==> src/rtl/mft_pkg.sv <==
package mft_pkg;

    // -------------------------------------------------------------------
    // register indices (byte address = index * 4)
    // -------------------------------------------------------------------
    localparam logic [11:0] REG_CSR_IDX    = 12'h008;
    localparam logic [11:0] REG_CNT_IDX    = 12'h009;
    localparam logic [11:0] REG_WDT_IDX    = 12'hFF0;
    localparam int          ADDR_W         = 14;

    // -------------------------------------------------------------------
    // control/status field positions and reset value
    // -------------------------------------------------------------------
    localparam int          CSR_OVF_FLAG   = 7;
    localparam int          CSR_PER_FLAG   = 6;
    localparam int          CSR_OVF_EN     = 5;
    localparam int          CSR_PER_EN     = 4;
    localparam int          CSR_OVF_ACK    = 3;
    localparam int          CSR_PER_ACK    = 2;
    localparam int          CSR_RATE_HI    = 1;
    localparam int          CSR_RATE_LO    = 0;
    localparam logic [1:0]  RATE_RESET     = 2'h3;
    localparam int          WDT_CLR_BIT    = 0;

    // -------------------------------------------------------------------
    // chain geometry and timing counts
    // -------------------------------------------------------------------
    localparam int          PRE_W          = 2;
    localparam logic [1:0]  PRE_LAST       = 2'h3;
    localparam int          CNT_W          = 8;
    localparam logic [7:0]  CNT_LAST       = 8'hFF;
    localparam int          HI_W           = 7;
    localparam int          TAP_LO         = 3;
    localparam int          WDT_W          = 3;
    localparam logic [2:0]  WDT_LAST       = 3'h7;
    localparam int          DLY_W          = 12;
    localparam logic [11:0] POR_SHORT_CYC  = 12'h0E0;
    localparam logic [11:0] POR_LONG_CYC   = 12'hFE0;

    // -------------------------------------------------------------------
    // bus responses
    // -------------------------------------------------------------------
    localparam logic [1:0]  RESP_OKAY      = 2'h0;
    localparam logic [1:0]  RESP_SLVERR    = 2'h2;

    // -------------------------------------------------------------------
    // types
    // -------------------------------------------------------------------
    typedef enum logic [2:0] {
        MFT_ST_RUN   = 3'b001,
        MFT_ST_HOLD  = 3'b010,
        MFT_ST_DELAY = 3'b100
    } mft_state_t;

    typedef struct packed {
        logic       ovf_irq_enable;
        logic       periodic_irq_enable;
        logic [1:0] periodic_rate_sel;
    } mft_ctrl_t;

    typedef struct packed {
        logic [7:0] cnt8;
        logic [6:0] hi;
        logic       ovf;
    } mft_chain_t;

endpackage : mft_pkg

==> src/rtl/mft_chain.sv <==
`timescale 1ns/1ps
`default_nettype none

module mft_chain (
    input  wire logic               aclk,
    input  wire logic               aresetn,
    input  wire logic               run,
    input  wire logic               clear,
    output var mft_pkg::mft_chain_t chain
);

    logic [mft_pkg::PRE_W-1:0] pre_reg;
    logic [mft_pkg::CNT_W-1:0] cnt_reg;
    logic [mft_pkg::HI_W-1:0]  hi_reg;
    logic                      ovf_reg;
    logic                      step;
    logic                      wrap;

    // -------------------------------------------------------------------
    // divide by four, eight-bit stage, seven-bit stage
    // -------------------------------------------------------------------
    assign step = run && (pre_reg == mft_pkg::PRE_LAST);
    assign wrap = step && (cnt_reg == mft_pkg::CNT_LAST);

    always_ff @(posedge aclk) begin
        if (!aresetn || clear) begin
            pre_reg <= '0;
            cnt_reg <= '0;
            hi_reg  <= '0;
            ovf_reg <= 1'b0;
        end else begin
            if (run) begin
                pre_reg <= pre_reg + 2'h1;
            end
            if (step) begin
                cnt_reg <= cnt_reg + 8'h01;
            end
            if (wrap) begin
                hi_reg <= hi_reg + 7'h01;
            end
            ovf_reg <= wrap;
        end
    end

    assign chain = '{cnt8: cnt_reg, hi: hi_reg, ovf: ovf_reg};

endmodule : mft_chain

`default_nettype wire

==> src/rtl/mft_timer.sv <==
// Notes on behaviour
// timer clock divided by four steps an eight-bit counter
// chain runs on the free clock, also during wait or halt
// eight-bit count readable anytime at index 0x09, zero after reset
// overflow flag sets on 0xFF to 0x00 wrap, every 1024 clocks
// eight-bit wrap clocks a seven-bit counter, top four stages are taps
// rate select picks 16384..131072, reset selects slowest
// software clears watchdog before changing rate select
// periodic flag sets when selected tap goes active
// power-on: chain runs 224 or 4064 cycles, then cleared, then counts
// external reset clears the whole chain
// watchdog divides periodic tap by eight, time-out raises internal reset
// software writes zero to bit 0 at index 0xFF0 to prevent time-out
// watchdog clear resets only the divide-by-eight stage
// control/status at index 0x08, acknowledge bits 2 and 3 read zero
// flags read-only, cleared only by writing one to own acknowledge or by reset
// interrupt while a flag and its enable are both set
// reset clears flags and enables, clear enable blocks interrupt
// acknowledge bits unaffected by reset, always read zero
// stop clears timer, stabilising delay on exit, then clear and count
// status bit layout 7 down to 0 as fixed
// flag set is a one-clock event, set wins over acknowledge
`timescale 1ns/1ps
`default_nettype none

module mft_timer #(
    parameter bit WDT_ENABLE = 1'b1,
    parameter bit POR_LONG   = 1'b0
) (
    input  wire logic                        aclk,
    input  wire logic                        aresetn,
    input  wire logic [mft_pkg::ADDR_W-1:0]  s_axi_awaddr,
    input  wire logic [2:0]                  s_axi_awprot,
    input  wire logic                        s_axi_awvalid,
    output logic                             s_axi_awready,
    input  wire logic [31:0]                 s_axi_wdata,
    input  wire logic [3:0]                  s_axi_wstrb,
    input  wire logic                        s_axi_wvalid,
    output logic                             s_axi_wready,
    output logic [1:0]                       s_axi_bresp,
    output logic                             s_axi_bvalid,
    input  wire logic                        s_axi_bready,
    input  wire logic [mft_pkg::ADDR_W-1:0]  s_axi_araddr,
    input  wire logic [2:0]                  s_axi_arprot,
    input  wire logic                        s_axi_arvalid,
    output logic                             s_axi_arready,
    output logic [31:0]                      s_axi_rdata,
    output logic [1:0]                       s_axi_rresp,
    output logic                             s_axi_rvalid,
    input  wire logic                        s_axi_rready,
    input  wire logic                        stop_req,
    output logic                             timer_irq,
    output logic                             wdt_reset,
    output logic                             por_busy
);

    localparam logic [mft_pkg::DLY_W-1:0] DLY_CYC =
        POR_LONG ? mft_pkg::POR_LONG_CYC : mft_pkg::POR_SHORT_CYC;

    // -------------------------------------------------------------------
    // address decode helper
    // -------------------------------------------------------------------
    function automatic logic reg_hit(input logic [mft_pkg::ADDR_W-1:0] addr,
                                     input logic [11:0]                idx);
        reg_hit = (addr[mft_pkg::ADDR_W-1:2] == idx) && (addr[1:0] == 2'h0);
    endfunction : reg_hit

    // -------------------------------------------------------------------
    // declarations
    // -------------------------------------------------------------------
    mft_pkg::mft_state_t          state_reg;
    mft_pkg::mft_state_t          state_next;
    mft_pkg::mft_ctrl_t           ctrl_reg;
    mft_pkg::mft_chain_t          chain;
    logic [mft_pkg::DLY_W-1:0]    dly_reg;
    logic [mft_pkg::WDT_W-1:0]    wdt_reg;
    logic                         ovf_flag_reg;
    logic                         periodic_flag_reg;
    logic                         tap_d_reg;
    logic                         wdt_reset_reg;
    logic                         aw_held_reg;
    logic                         w_held_reg;
    logic [mft_pkg::ADDR_W-1:0]   awaddr_reg;
    logic [31:0]                  wdata_reg;
    logic [3:0]                   wstrb_reg;
    logic                         bvalid_reg;
    logic [1:0]                   bresp_reg;
    logic                         rvalid_reg;
    logic [1:0]                   rresp_reg;
    logic [31:0]                  rdata_reg;
    logic                         soft_rst;
    logic                         st_run;
    logic                         st_hold;
    logic                         st_delay;
    logic                         dly_done;
    logic                         chain_run;
    logic                         chain_clr;
    logic                         tap;
    logic                         per_tick;
    logic                         wdt_fire;
    logic                         wdt_clr;
    logic                         do_wr;
    logic                         do_rd;
    logic                         wr_csr;
    logic                         wr_cnt;
    logic                         wr_wdt;
    logic                         rd_csr;
    logic                         rd_cnt;
    logic                         rd_wdt;
    logic                         ovf_ack_wr;
    logic                         per_ack_wr;
    logic [7:0]                   csr_view;

    // -------------------------------------------------------------------
    // mode sequencing: power-on delay, stop hold, run
    // -------------------------------------------------------------------
    assign soft_rst  = !aresetn || wdt_reset_reg;
    assign st_run    = (state_reg == mft_pkg::MFT_ST_RUN);
    assign st_hold   = (state_reg == mft_pkg::MFT_ST_HOLD);
    assign st_delay  = (state_reg == mft_pkg::MFT_ST_DELAY);
    assign dly_done  = st_delay && (dly_reg == DLY_CYC - 12'h001);
    assign chain_run = st_run || st_delay;
    assign chain_clr = st_hold || dly_done || wdt_fire;

    always_comb begin
        state_next = state_reg;
        case (state_reg)
            mft_pkg::MFT_ST_RUN: begin
                if (stop_req) begin
                    state_next = mft_pkg::MFT_ST_HOLD;
                end
            end
            mft_pkg::MFT_ST_HOLD: begin
                if (!stop_req) begin
                    state_next = mft_pkg::MFT_ST_DELAY;
                end
            end
            mft_pkg::MFT_ST_DELAY: begin
                if (dly_done) begin
                    state_next = mft_pkg::MFT_ST_RUN;
                end
            end
            default: state_next = mft_pkg::MFT_ST_DELAY;
        endcase
    end

    always_ff @(posedge aclk) begin
        if (soft_rst) begin
            state_reg <= mft_pkg::MFT_ST_DELAY;
            dly_reg   <= '0;
        end else begin
            state_reg <= state_next;
            dly_reg   <= st_delay && !dly_done ? dly_reg + 12'h001 : 12'h000;
        end
    end

    // -------------------------------------------------------------------
    // counter chain
    // -------------------------------------------------------------------
    mft_chain u_chain (
        .aclk    (aclk),
        .aresetn (!soft_rst),
        .run     (chain_run),
        .clear   (chain_clr),
        .chain   (chain)
    );

    // -------------------------------------------------------------------
    // periodic tap, watchdog
    // -------------------------------------------------------------------
    assign tap      = chain.hi[mft_pkg::TAP_LO + ctrl_reg.periodic_rate_sel];
    assign per_tick = st_run && tap && !tap_d_reg;
    assign wdt_fire = WDT_ENABLE && per_tick && (wdt_reg == mft_pkg::WDT_LAST);
    assign wdt_clr  = wr_wdt && !wdata_reg[mft_pkg::WDT_CLR_BIT];

    always_ff @(posedge aclk) begin
        if (soft_rst) begin
            tap_d_reg     <= 1'b0;
            wdt_reg       <= '0;
            wdt_reset_reg <= 1'b0;
        end else begin
            tap_d_reg     <= tap;
            wdt_reset_reg <= wdt_fire;
            if (wdt_clr) begin
                wdt_reg <= '0;
            end else if (per_tick && !st_hold) begin
                wdt_reg <= wdt_reg + 3'h1;
            end
        end
    end

    // -------------------------------------------------------------------
    // flags, enables, rate select
    // -------------------------------------------------------------------
    assign ovf_ack_wr = wr_csr && wdata_reg[mft_pkg::CSR_OVF_ACK];
    assign per_ack_wr = wr_csr && wdata_reg[mft_pkg::CSR_PER_ACK];

    always_ff @(posedge aclk) begin
        if (soft_rst) begin
            ovf_flag_reg      <= 1'b0;
            periodic_flag_reg <= 1'b0;
            ctrl_reg          <= '{ovf_irq_enable: 1'b0,
                                   periodic_irq_enable: 1'b0,
                                   periodic_rate_sel: mft_pkg::RATE_RESET};
        end else begin
            if (st_run && chain.ovf) begin
                ovf_flag_reg <= 1'b1;
            end else if (ovf_ack_wr) begin
                ovf_flag_reg <= 1'b0;
            end
            if (per_tick) begin
                periodic_flag_reg <= 1'b1;
            end else if (per_ack_wr) begin
                periodic_flag_reg <= 1'b0;
            end
            if (wr_csr) begin
                ctrl_reg.ovf_irq_enable      <= wdata_reg[mft_pkg::CSR_OVF_EN];
                ctrl_reg.periodic_irq_enable <= wdata_reg[mft_pkg::CSR_PER_EN];
                ctrl_reg.periodic_rate_sel   <=
                    wdata_reg[mft_pkg::CSR_RATE_HI:mft_pkg::CSR_RATE_LO];
            end
        end
    end

    assign timer_irq = (ovf_flag_reg && ctrl_reg.ovf_irq_enable) ||
                       (periodic_flag_reg && ctrl_reg.periodic_irq_enable);
    assign wdt_reset = wdt_reset_reg;
    assign por_busy  = !st_run;

    // acknowledge positions always read zero
    assign csr_view = {ovf_flag_reg, periodic_flag_reg,
                       ctrl_reg.ovf_irq_enable, ctrl_reg.periodic_irq_enable,
                       2'h0, ctrl_reg.periodic_rate_sel};

    // -------------------------------------------------------------------
    // AXI4-Lite write path
    // -------------------------------------------------------------------
    assign s_axi_awready = !aw_held_reg && !bvalid_reg;
    assign s_axi_wready  = !w_held_reg && !bvalid_reg;
    assign do_wr  = aw_held_reg && w_held_reg && !bvalid_reg;
    assign wr_csr = do_wr && wstrb_reg[0] && reg_hit(awaddr_reg, mft_pkg::REG_CSR_IDX);
    assign wr_cnt = do_wr && reg_hit(awaddr_reg, mft_pkg::REG_CNT_IDX);
    assign wr_wdt = do_wr && wstrb_reg[0] && reg_hit(awaddr_reg, mft_pkg::REG_WDT_IDX);

    always_ff @(posedge aclk) begin
        if (!aresetn) begin
            aw_held_reg <= 1'b0;
            w_held_reg  <= 1'b0;
            awaddr_reg  <= '0;
            wdata_reg   <= '0;
            wstrb_reg   <= '0;
            bvalid_reg  <= 1'b0;
            bresp_reg   <= mft_pkg::RESP_OKAY;
        end else begin
            if (s_axi_awvalid && s_axi_awready) begin
                aw_held_reg <= 1'b1;
                awaddr_reg  <= s_axi_awaddr;
            end
            if (s_axi_wvalid && s_axi_wready) begin
                w_held_reg <= 1'b1;
                wdata_reg  <= s_axi_wdata;
                wstrb_reg  <= s_axi_wstrb;
            end
            if (do_wr) begin
                aw_held_reg <= 1'b0;
                w_held_reg  <= 1'b0;
                bvalid_reg  <= 1'b1;
                bresp_reg   <= (reg_hit(awaddr_reg, mft_pkg::REG_CSR_IDX) || wr_cnt ||
                                reg_hit(awaddr_reg, mft_pkg::REG_WDT_IDX)) ?
                               mft_pkg::RESP_OKAY : mft_pkg::RESP_SLVERR;
            end else if (s_axi_bready) begin
                bvalid_reg <= 1'b0;
            end
        end
    end

    assign s_axi_bvalid = bvalid_reg;
    assign s_axi_bresp  = bresp_reg;

    // -------------------------------------------------------------------
    // AXI4-Lite read path
    // -------------------------------------------------------------------
    assign s_axi_arready = !rvalid_reg;
    assign do_rd  = s_axi_arvalid && !rvalid_reg;
    assign rd_csr = reg_hit(s_axi_araddr, mft_pkg::REG_CSR_IDX);
    assign rd_cnt = reg_hit(s_axi_araddr, mft_pkg::REG_CNT_IDX);
    assign rd_wdt = reg_hit(s_axi_araddr, mft_pkg::REG_WDT_IDX);

    always_ff @(posedge aclk) begin
        if (!aresetn) begin
            rvalid_reg <= 1'b0;
            rresp_reg  <= mft_pkg::RESP_OKAY;
            rdata_reg  <= '0;
        end else if (do_rd) begin
            rvalid_reg <= 1'b1;
            rresp_reg  <= (rd_csr || rd_cnt || rd_wdt) ?
                          mft_pkg::RESP_OKAY : mft_pkg::RESP_SLVERR;
            rdata_reg  <= rd_csr ? {24'h000000, csr_view} :
                          rd_cnt ? {24'h000000, chain.cnt8} : 32'h00000000;
        end else if (s_axi_rready) begin
            rvalid_reg <= 1'b0;
        end
    end

    assign s_axi_rvalid = rvalid_reg;
    assign s_axi_rresp  = rresp_reg;
    assign s_axi_rdata  = rdata_reg;
endmodule : mft_timer

`default_nettype wire

==> config.mk <==
export PLATFORM = sky130hd
export DESIGN_NAME = mft_timer
export DESIGN_NICKNAME = d
export VERILOG_FILES = /design/src/rtl/mft_pkg.sv /design/src/rtl/mft_chain.sv /design/src/rtl/mft_timer.sv
export SDC_FILE = /design/constraint.sdc
export NUM_CORES = 1
export LEC_CHECK = 0
export BUFFER_PORTS_ARGS = -buffer_cell sky130_fd_sc_hd__buf_2
export CORE_MARGIN = 5
export CORE_UTILIZATION = 46
export CTS_BUF_LIST = sky130_fd_sc_hd__clkbuf_16
export DETAILED_ROUTE_END_ITERATION = 8
export PLACE_DENSITY = 0.76
export SLEW_MARGIN = 20
export SYNTH_ARGS = -nofsm -noshare
export SYNTH_HDL_FRONTEND = slang
export SYNTH_HIERARCHICAL = 1
export SYNTH_SLANG_ARGS = --single-unit
==> constraint.sdc <==
create_clock -name aclk -period 2.6 [get_ports aclk]
set_input_delay 0.26 -clock aclk [delete_from_list [all_inputs] [get_ports aclk]]
set_output_delay 0.26 -clock aclk [all_outputs]
set_load 0.01 [all_outputs]
---- Word level (Yosys, flattened, before mapping) ----
Cells that the tools add are included.
cells by class
  add/subtract/negate cells ............... 6
  order comparisons ....................... 1
  eq/ne operators ......................... 16
  mux-type cells .......................... 18
  bitwise logic cells ..................... 2
  reductions and logical operators ........ 61
operators by type and width
  kind                                                                  number
  12-bit by 4-bit == test with 1-bit output, second input constant      4
  1-bit logical AND                                                     31
  12-bit == test, second input constant                                 2
  8-bit two-way mux                                                     2
  12-bit by 1-bit adder with 12-bit output, second input constant       1
  12-bit by 8-bit == test with 1-bit output, second input constant      1
  1-bit logical NOT                                                     10
  1-bit logical OR                                                      10
  1-bit two-way mux                                                     9
  3-bit two-way mux                                                     3
  3-bit one-hot mux with 3 select lines                                 1
  8-bit by 1-bit adder with 8-bit output, second input constant         1
  8-bit == test, second input constant                                  1
  2-bit nonzero test                                                    4
  7-bit by 1-bit adder with 7-bit output, second input constant         1
  3-bit == test, second input constant                                  2
  2-bit OR reduction                                                    3
  2-bit logical NOT                                                     2
  3-bit by 4-bit < comparator with 1-bit output, second input constant  1
  2-bit two-way mux                                                     2
  2-bit inequality test, second input constant                          2
  2-bit by 2-bit adder with 3-bit output, first input constant          1
  3-bit by 1-bit adder with 3-bit output, second input constant         1
  1-bit binary-select mux with 3-bit select                             1
  other kinds (7)                                                       8
word-level totals
  flip-flop bits (word level) ............. 105
  input port bits ......................... 78
  output and inout port bits .............. 44
  logic and storage cells ................. 128

---- Longest topological paths before layout ----
Gate-level depths: netlist of run 1.
  depth after elaboration ................. 8
  gate-level depth with buffers ........... 10
  mapped depth without buffers ............ 8

---- Hierarchy ----
The synthesis of run 1 kept the hierarchy.
modules (own cells, without submodules)
  module     times used  cells an instance  area each (µm²)  seq. area each (µm²)
  mft_timer  1           362                3019.1           1221.2
  mft_chain  1           89                 814.5            360.3

---- Worst setup path before layout of run 1 ----
Ideal clock, no wire load.
  path kind ............................... register to register
  start point ............................. register ctrl_reg (netlist bit csr_view[0])
  end point ............................... register u_chain/cnt_reg[0] in the netlist's numbering
  setup time .............................. 0.065 ns
  arrival time ............................ 2.494 ns
  data required time ...................... 2.535 ns
  path slack .............................. 0.041 ns
  stages on the path, launching flop included .. 11
  buffers on the path ..................... 2
  period minus slack after synthesis ...... 2.559 ns
  cells stage by stage .................... dfxtp_1 > inv_1 > ha_1 > mux2_4 > a211oi_2 > nor3_2 > a221o_1 > nand2b_1 > clkbuf_1 > clkbuf_1 > nor2_1
between the ends
  longest elaborated chain between the ends .. 8
ends and longest elaborated chain
  what                                       line              source
  start: declaration                         mft_timer.sv:73   mft_pkg::mft_ctrl_t ctrl_reg;
  start signal: assignment                   mft_timer.sv:202  ctrl_reg <= '{ovf_irq_enable: 1'b0,
  2-bit by 2-bit adder with 3-bit output     mft_timer.sv:171  assign tap = chain.hi[mft_pkg::TAP_LO + ctrl_reg.periodic_rate_sel];
  1-bit binary-select mux with 3-bit select  mft_timer.sv:171
  1-bit two-way mux (implied by the code)    mft_timer.sv:171
  1-bit logical AND (2 in series)            mft_timer.sv:172  assign per_tick = st_run && tap && !tap_d_reg;
  1-bit logical AND                          mft_timer.sv:173  assign wdt_fire = WDT_ENABLE && per_tick && (wdt_reg == mft_pkg::WDT_LAST);
  1-bit logical OR                           mft_timer.sv:123  assign chain_clr = st_hold || dly_done || wdt_fire;
  net chain_clr                              mft_timer.sv:97   logic chain_clr;
  1-bit logical OR                           mft_chain.sv:26   if (!aresetn || clear) begin
  end signal: assignment                     mft_chain.sv:36   cnt_reg <= cnt_reg + 8'h01;
  end: declaration                           mft_chain.sv:13   logic [mft_pkg::CNT_W-1:0] cnt_reg;
The timed path passes the listed nets, and every way through them passes these cells. The select of a mux whose other input is x is not followed.
A chain may end at the register's enable or synchronous reset.

---- Worst setup path in the final report of run 1 ----
  start point ............................. register ctrl_reg (netlist bit csr_view[1])
  end point ............................... register u_chain/hi_reg[4] in the netlist's numbering
between the ends
  longest elaborated chain between the ends .. 8
ends and longest elaborated chain
  what                                       line              source
  2-bit by 2-bit adder with 3-bit output     mft_timer.sv:171
  1-bit binary-select mux with 3-bit select  mft_timer.sv:171
  1-bit two-way mux (implied by the code)    mft_timer.sv:171
  1-bit logical AND (2 in series)            mft_timer.sv:172
  1-bit logical AND                          mft_timer.sv:173
  1-bit logical OR                           mft_timer.sv:123
  net chain_clr                              mft_timer.sv:97
  1-bit logical OR                           mft_chain.sv:26
  end signal: assignment                     mft_chain.sv:39   hi_reg <= hi_reg + 7'h01;
  end: declaration                           mft_chain.sv:14   logic [mft_pkg::HI_W-1:0] hi_reg;
The timed path passes the listed nets, and every way through them passes these cells. The select of a mux whose other input is x is not followed.

==> results.toml, run 1 <==
[status]
outcome = "complete, no violations"

[grt]
grt_pass1_wl_um = 13800
grt_pass1_vias = 3170
grt_max_degree = 38
track_usage = 0.163
antenna_found_initial = 0
overflow = 0

[routing]
via_per_inst = 5.22
num_vias = 3204
ant_nets = 0
drtPass1Iterations = 4
wl_per_cell_um = 13.3
routed_wl_um = 8140
drt_iter0_markers = 97
drc = 0

[synthesis]
avgSynthCellArea_um2 = 8.50
synth-seq-area-share = 0.413
async_reset_ff_frac = 0
syn_area_um2 = 3830
synth-seq-cells = 79
synth_edf_count = 0
syn_inst = 451
yosysUniqueCellTypes = 61
synth_warnings = 6
synthFlopType = "dfxtp_1"

[clocking]
clk_pin_slew_ns = 0.06
htree_levels = 3
cts_setup_buffers = 0
cts_buffers = 9
postCtsHoldBufs = 0
insertion_delay_ns = 0.33
cts_tree = "built"
clkSinkCount = 79
clk_path_buf_depth = 2
cts_resized = 0
root_buffer = "clkbuf_16"

[timing]
hold_slack_ns = 0.170
finalCritPeriodShare = 0.920
rsz0062_at_grt = "no"
fin_setup_tns_ns = 0
drv_slew = 0
finalClockSkew_ns = 0.00679
finalHoldViolCount = 0
setup_violations = 0
period_needed_ns = 2.39
clock.fmax_mhz = 418
tightest_slew_ns = 0.671
relSlewSlack = 0.552

[layout]
diodes = 0
finalNetCount = 589
fillers = 739
seq_area_um2 = 1580
postLayoutCoreUtil = 0.538
layout_common_cells = "dfxtp_1 (79), nand2_1 (64), buf_2 (60)"
area_growth_syn_to_layout_pct = 14.7
final_common_cell = "dfxtp_1"
multiInputGateArea_um2 = 2020
fin_cells = 614
final_layout_size_suffix_gt1_frac = 0.191
largest_reg_flops = 14

[floorplan]
die_area_um2 = 10300
initial_core_util = 0.469
io_pins = 122
die_w_um = 101
fp.coreArea_um2 = 8180
fp-row-count = 33
die_height_um = 101

[setup_path]
path_buf_inv = 2
max_stage_delay_ns = 0.39
path_max_fanout = 18
critical_path_arrival_ns = 2.65
crit_type = "reg -> reg"
cp.required_ns = 2.86
crit_family = "compound AO/OA/AOI/OAI gates"
cp_cell_sequence = "inv_1 > ha_1 > mux2_4 > a211oi_2 > nor3_2 > a221o_1 > nand2b_1 > buf_4 > a21oi_1"
end_kind = "flip-flop"
cp_slowest_cell = "dfxtp_1"
start_kind = "flip-flop"

[worst_hold_path]
min_path_type = "in -> reg"

[placed_design]
dp_hpwl_um = 5980
io_buffers = 60
dp_cells = 598
gp_congestion = 0.835

[run]
drv_cap = 0

[pwr]
power_density_nw_per_um2 = 632
irDropWorstVdd_v = 0.000354
leakagePower_uw = 0.00181
==> per-layer routing <==
metal / wire (um) / global-route usage
met1: 3700 / 0.202
met2: 3990 / 0.281
met3: 349 / 0.0379
met4: 93 / 0.0532
met5: 0 / 0
==> synth_stat cells, types with 2 or more instances <==
master	n	share of area
buf_4	27	0.053
buf_1	2	0.0020
xnor2_1	10	0.023
dfxtp_1	79	0.41
ha_1	7	0.023
o31ai_1	5	0.0098
inv_1	8	0.0078
mux2_2	2	0.0059
nor2_1	31	0.030
nor2b_1	4	0.0065
and4b_1	2	0.0052
clkbuf_1	13	0.013
a21o_1	2	0.0039
nand4b_1	2	0.0046
xor2_1	10	0.023
buf_6	2	0.0059
or3_1	3	0.0049
o21ai_0	17	0.022
and3_1	5	0.0082
nor3_1	13	0.017
buf_2	3	0.0039
nand4_1	13	0.021
a21boi_0	25	0.049
a31oi_1	8	0.013
and2_1	3	0.0049
o21a_1	2	0.0039
and4_1	5	0.011
nor4_1	3	0.0049
mux2i_1	2	0.0052
a21oi_1	18	0.023
nand2_1	64	0.063
or4_1	2	0.0039
nand2b_1	4	0.0065
nand3_1	28	0.037
==> kinds of logic (layout without fill, tap and decap cells) <==
group                    count (synthesis)  after routing  synth area share
flip-flops                              79             79             0.413
AND/OR/NAND/NOR                        195            195             0.261
XOR/XNOR                                20             20            0.0457
buffers and inverters                   56             89            0.0862
AO/OA/AOI/OAI                           88             88             0.156
multiplexers                             5              5            0.0150
other                                    1             26          0.000978
adder cells (fa/ha/maj)                  7              7            0.0228
==> metrics by stage <==
stage	total power [uW]	area [um^2]	worst slack (ns)
floorplan	1470	3930	0.0411
global placement	1520	4090	0.303
detailed placement	1530	4090	0.257
CTS	2800	4400	0.214
global route	2900	4400	0.0961
finish	2780	4400	0.209
==> worst reg2reg max path, delay by kind of cell, from the launching register on <==
kind                       cells  cell delay [ns]
AOI/OAI and AO/OA              3             0.76
adders and majority gates      1             0.34
buffers and inverters          2             0.27
DFF                            1             0.39
muxes                          1             0.33
and+or+nand+nor                2             0.23
==> layout make-up <==
type,count,share of cell area
clock buffer,9,0.0512
clock inverter,7,0.0176
multi-input combinational,341,0.459
tap,105,0.0299
inverter,9,0.00769
sequential,79,0.360
timing repair buffer,64,0.0751
==> path summary, 6_finish.rpt <==
| kind | startpoint | endpoint | slack (ns) | cells past startpoint |
|---|---|---|---|---|
| worst min-delay path | s_axi_awaddr[4] | awaddr_reg[4]$_SDFFE_PN0P_ | 0.17 | 3 |
| worst max register to register | csr_view[1]$_SDFFE_PN1N_ | u_chain/hi_reg[4]$_SDFFE_PP0P_ | 0.21 | 9 |
| worst min register to register | dly_reg[0]$_SDFF_PP0_ | dly_reg[0]$_SDFF_PP0_ | 0.46 | 1 |
| worst max-delay path | csr_view[1]$_SDFFE_PN1N_ | u_chain/hi_reg[4]$_SDFFE_PP0P_ | 0.21 | 9 |
==> power breakdown <==
group	leakage (uW)	switching (uW)	internal (uW)
Sequential	0.000643	29.8	1250
Combinational	0.00102	134	81.6
Clock	0.000147	523	755
Power figures use the tool's default switching activity.
==> run 2: changes to the inputs <==
--- a/config.mk
+++ b/config.mk
@@ -6,11 +6,13 @@
 export NUM_CORES = 1
 export LEC_CHECK = 0
 export BUFFER_PORTS_ARGS = -buffer_cell sky130_fd_sc_hd__buf_2
+export CELL_PAD_IN_SITES_DETAIL_PLACEMENT = 2
+export CELL_PAD_IN_SITES_GLOBAL_PLACEMENT = 2
 export CORE_MARGIN = 5
-export CORE_UTILIZATION = 46
+export CORE_UTILIZATION = 26
 export CTS_BUF_LIST = sky130_fd_sc_hd__clkbuf_16
 export DETAILED_ROUTE_END_ITERATION = 8
-export PLACE_DENSITY = 0.76
+export PLACE_DENSITY_LB_ADDON = 0.1
 export SLEW_MARGIN = 20
 export SYNTH_ARGS = -nofsm -noshare
 export SYNTH_HDL_FRONTEND = slang
==> results.toml, run 2 (synthesis results as in run 1) <==
[timing]
relSlewSlack = 0.504
fin_setup_tns_ns = 0
tightest_slew_ns = 0.743
finalHoldViolCount = 0
period_needed_ns = 2.32
drv_slew = 0
layout_setup_ws_ns = 0.275
finalClockSkew_ns = 0.00987
setup_violations = 0
clock.fmax_mhz = 430
rsz0062_at_grt = "no"
finalCritPeriodShare = 0.894

[grt]
grt_max_degree = 37
overflow = 0
grt_pass1_vias = 3629
grt_pass1_wl_um = 18500
track_usage = 0.130
antenna_found_initial = 0

[layout]
fillers = 1664
fin_cells = 696
diodes = 0
final_common_cell = "dfxtp_1"
area_growth_syn_to_layout_pct = 16.9
final_area_um2 = 4480
seq_area_um2 = 1580
layout_common_cells = "dfxtp_1 (79), nand2_1 (64), buf_2 (60)"
multiInputGateArea_um2 = 2020
finalNetCount = 594
final_layout_size_suffix_gt1_frac = 0.193
largest_reg_flops = 14

[routing]
num_vias = 3330
wl_per_cell_um = 15.6
routed_wl_um = 10800
drt_iter0_markers = 75
drc = 0
ant_nets = 0
via_per_inst = 4.78
drtPass1Iterations = 4

[clocking]
insertion_delay_ns = 0.34
postCtsHoldBufs = 0
cts_buffers = 9
cts_setup_buffers = 0
clk_pin_slew_ns = 0.06
clk_path_buf_depth = 2
cts_resized = 0
root_buffer = "clkbuf_16"
htree_levels = 3
cts_tree = "built"
clkSinkCount = 79

[floorplan]
fp-row-count = 44
die_area_um2 = 17300
initial_core_util = 0.265
die_height_um = 131
die_w_um = 131
io_pins = 122
fp.coreArea_um2 = 14500

[setup_path]
start_kind = "flip-flop"
cp.required_ns = 2.87
end_kind = "flip-flop"
r2r_cells = 9
r2r_slack_ns = 0.28
critical_path_arrival_ns = 2.59
r2r-end = "u_chain/cnt_reg[5]$_SDFFE_PP0P_"
crit_type = "reg -> reg"
path_max_fanout = 18
r2r-start = "csr_view[0]$_SDFFE_PN1N_"

[placed_design]
placed_cell_area_um2 = 4230
dp_cells = 682
gp_congestion = 0.714
dp_hpwl_um = 8340
dp_slack_ns = 0.272
io_buffers = 60

[pwr]
irDropWorstVdd_v = 0.000269
leakagePower_uw = 0.00182
total_power_uw = 2640
power_density_nw_per_um2 = 588

[worst_hold_path]
min_from = "s_axi_awaddr[4]"
min_to = "awaddr_reg[4]$_SDFFE_PN0P_"
min_path_type = "in -> reg"
hold_depth = 3

[run]
drv_cap = 0

[status]
outcome = "complete, no violations"
==> run 2: changes by cell type in the layout (fill, tap and decap cells not counted) <==
cell	before	now
inv_6	4	0
clkinv_2	1	3
bufinv_16	1	0
clkinv_1	1	2
clkinvlp_4	1	0
clkinv_4	0	1
buf_4	4	9
==> run 2: worst max path at each step <==
stage	start	end	cells past startpoint	slack [ns]
finish	csr_view[0]$_SDFFE_PN1N_	u_chain/cnt_reg[5]$_SDFFE_PP0P_	9	0.28
global placement	csr_view[1]$_SDFFE_PN1N_	u_chain/cnt_reg[1]$_SDFFE_PP0P_	9	0.30
floorplan	csr_view[0]$_SDFFE_PN1N_	u_chain/cnt_reg[0]$_SDFFE_PP0P_	10	0.04
global route	csr_view[0]$_SDFFE_PN1N_	u_chain/hi_reg[6]$_SDFFE_PP0P_	9	0.16
detailed placement	csr_view[0]$_SDFFE_PN1N_	u_chain/cnt_reg[5]$_SDFFE_PP0P_	9	0.27
CTS	csr_view[0]$_SDFFE_PN1N_	u_chain/cnt_reg[5]$_SDFFE_PP0P_	9	0.26
==> run 2: through the flow <==
| stage | util | hold slack [ns] |
|---|---|---|
| 6_report | 0.310 | 0.177 |
| 3_5_place_dp | 0.292 | 0.455 |
| 2_1_floorplan | - | 0.398 |
| 5_1_grt | 0.310 | 0.172 |
| 3_3_place_gp | 0.292 | 0.444 |
| 4_1_cts | 0.310 | 0.164 |
==> run 2: final cells by class <==
cell class,instances,share of cell area
inverters,9,0.00754
well taps,184,0.0514
clock buffers,9,0.0503
repair buffers,69,0.0821
multi-input cells,341,0.450
flip-flops and latches,79,0.353
clock inverters,5,0.00614
==> run 2: worst max-delay path: stages, from the launching register on <==
cell,delay [ns]
dfxtp_1,0.33
inv_1,0.04
ha_1,0.34
mux2_4,0.33
a211oi_2,0.28
nor3_2,0.10
a221o_1,0.34
nand2b_1,0.13
buf_4,0.21
a21oi_1,0.14
==> run 2: metal layers <==
layer	track usage	up-vias	wire [um]	share of wire
li1	-	1642	-	-
met1	0.161	1610	5030	0.46
met2	0.219	67	5180	0.48
met3	0.0310	11	439	0.041
met4	0.0497	0	183	0.017
met5	0	-	0	0
==> run 2: power by group <==
part	switching, uW	internal (uW)
clock network	495	629
registers	30.9	1250
logic	144	83.2
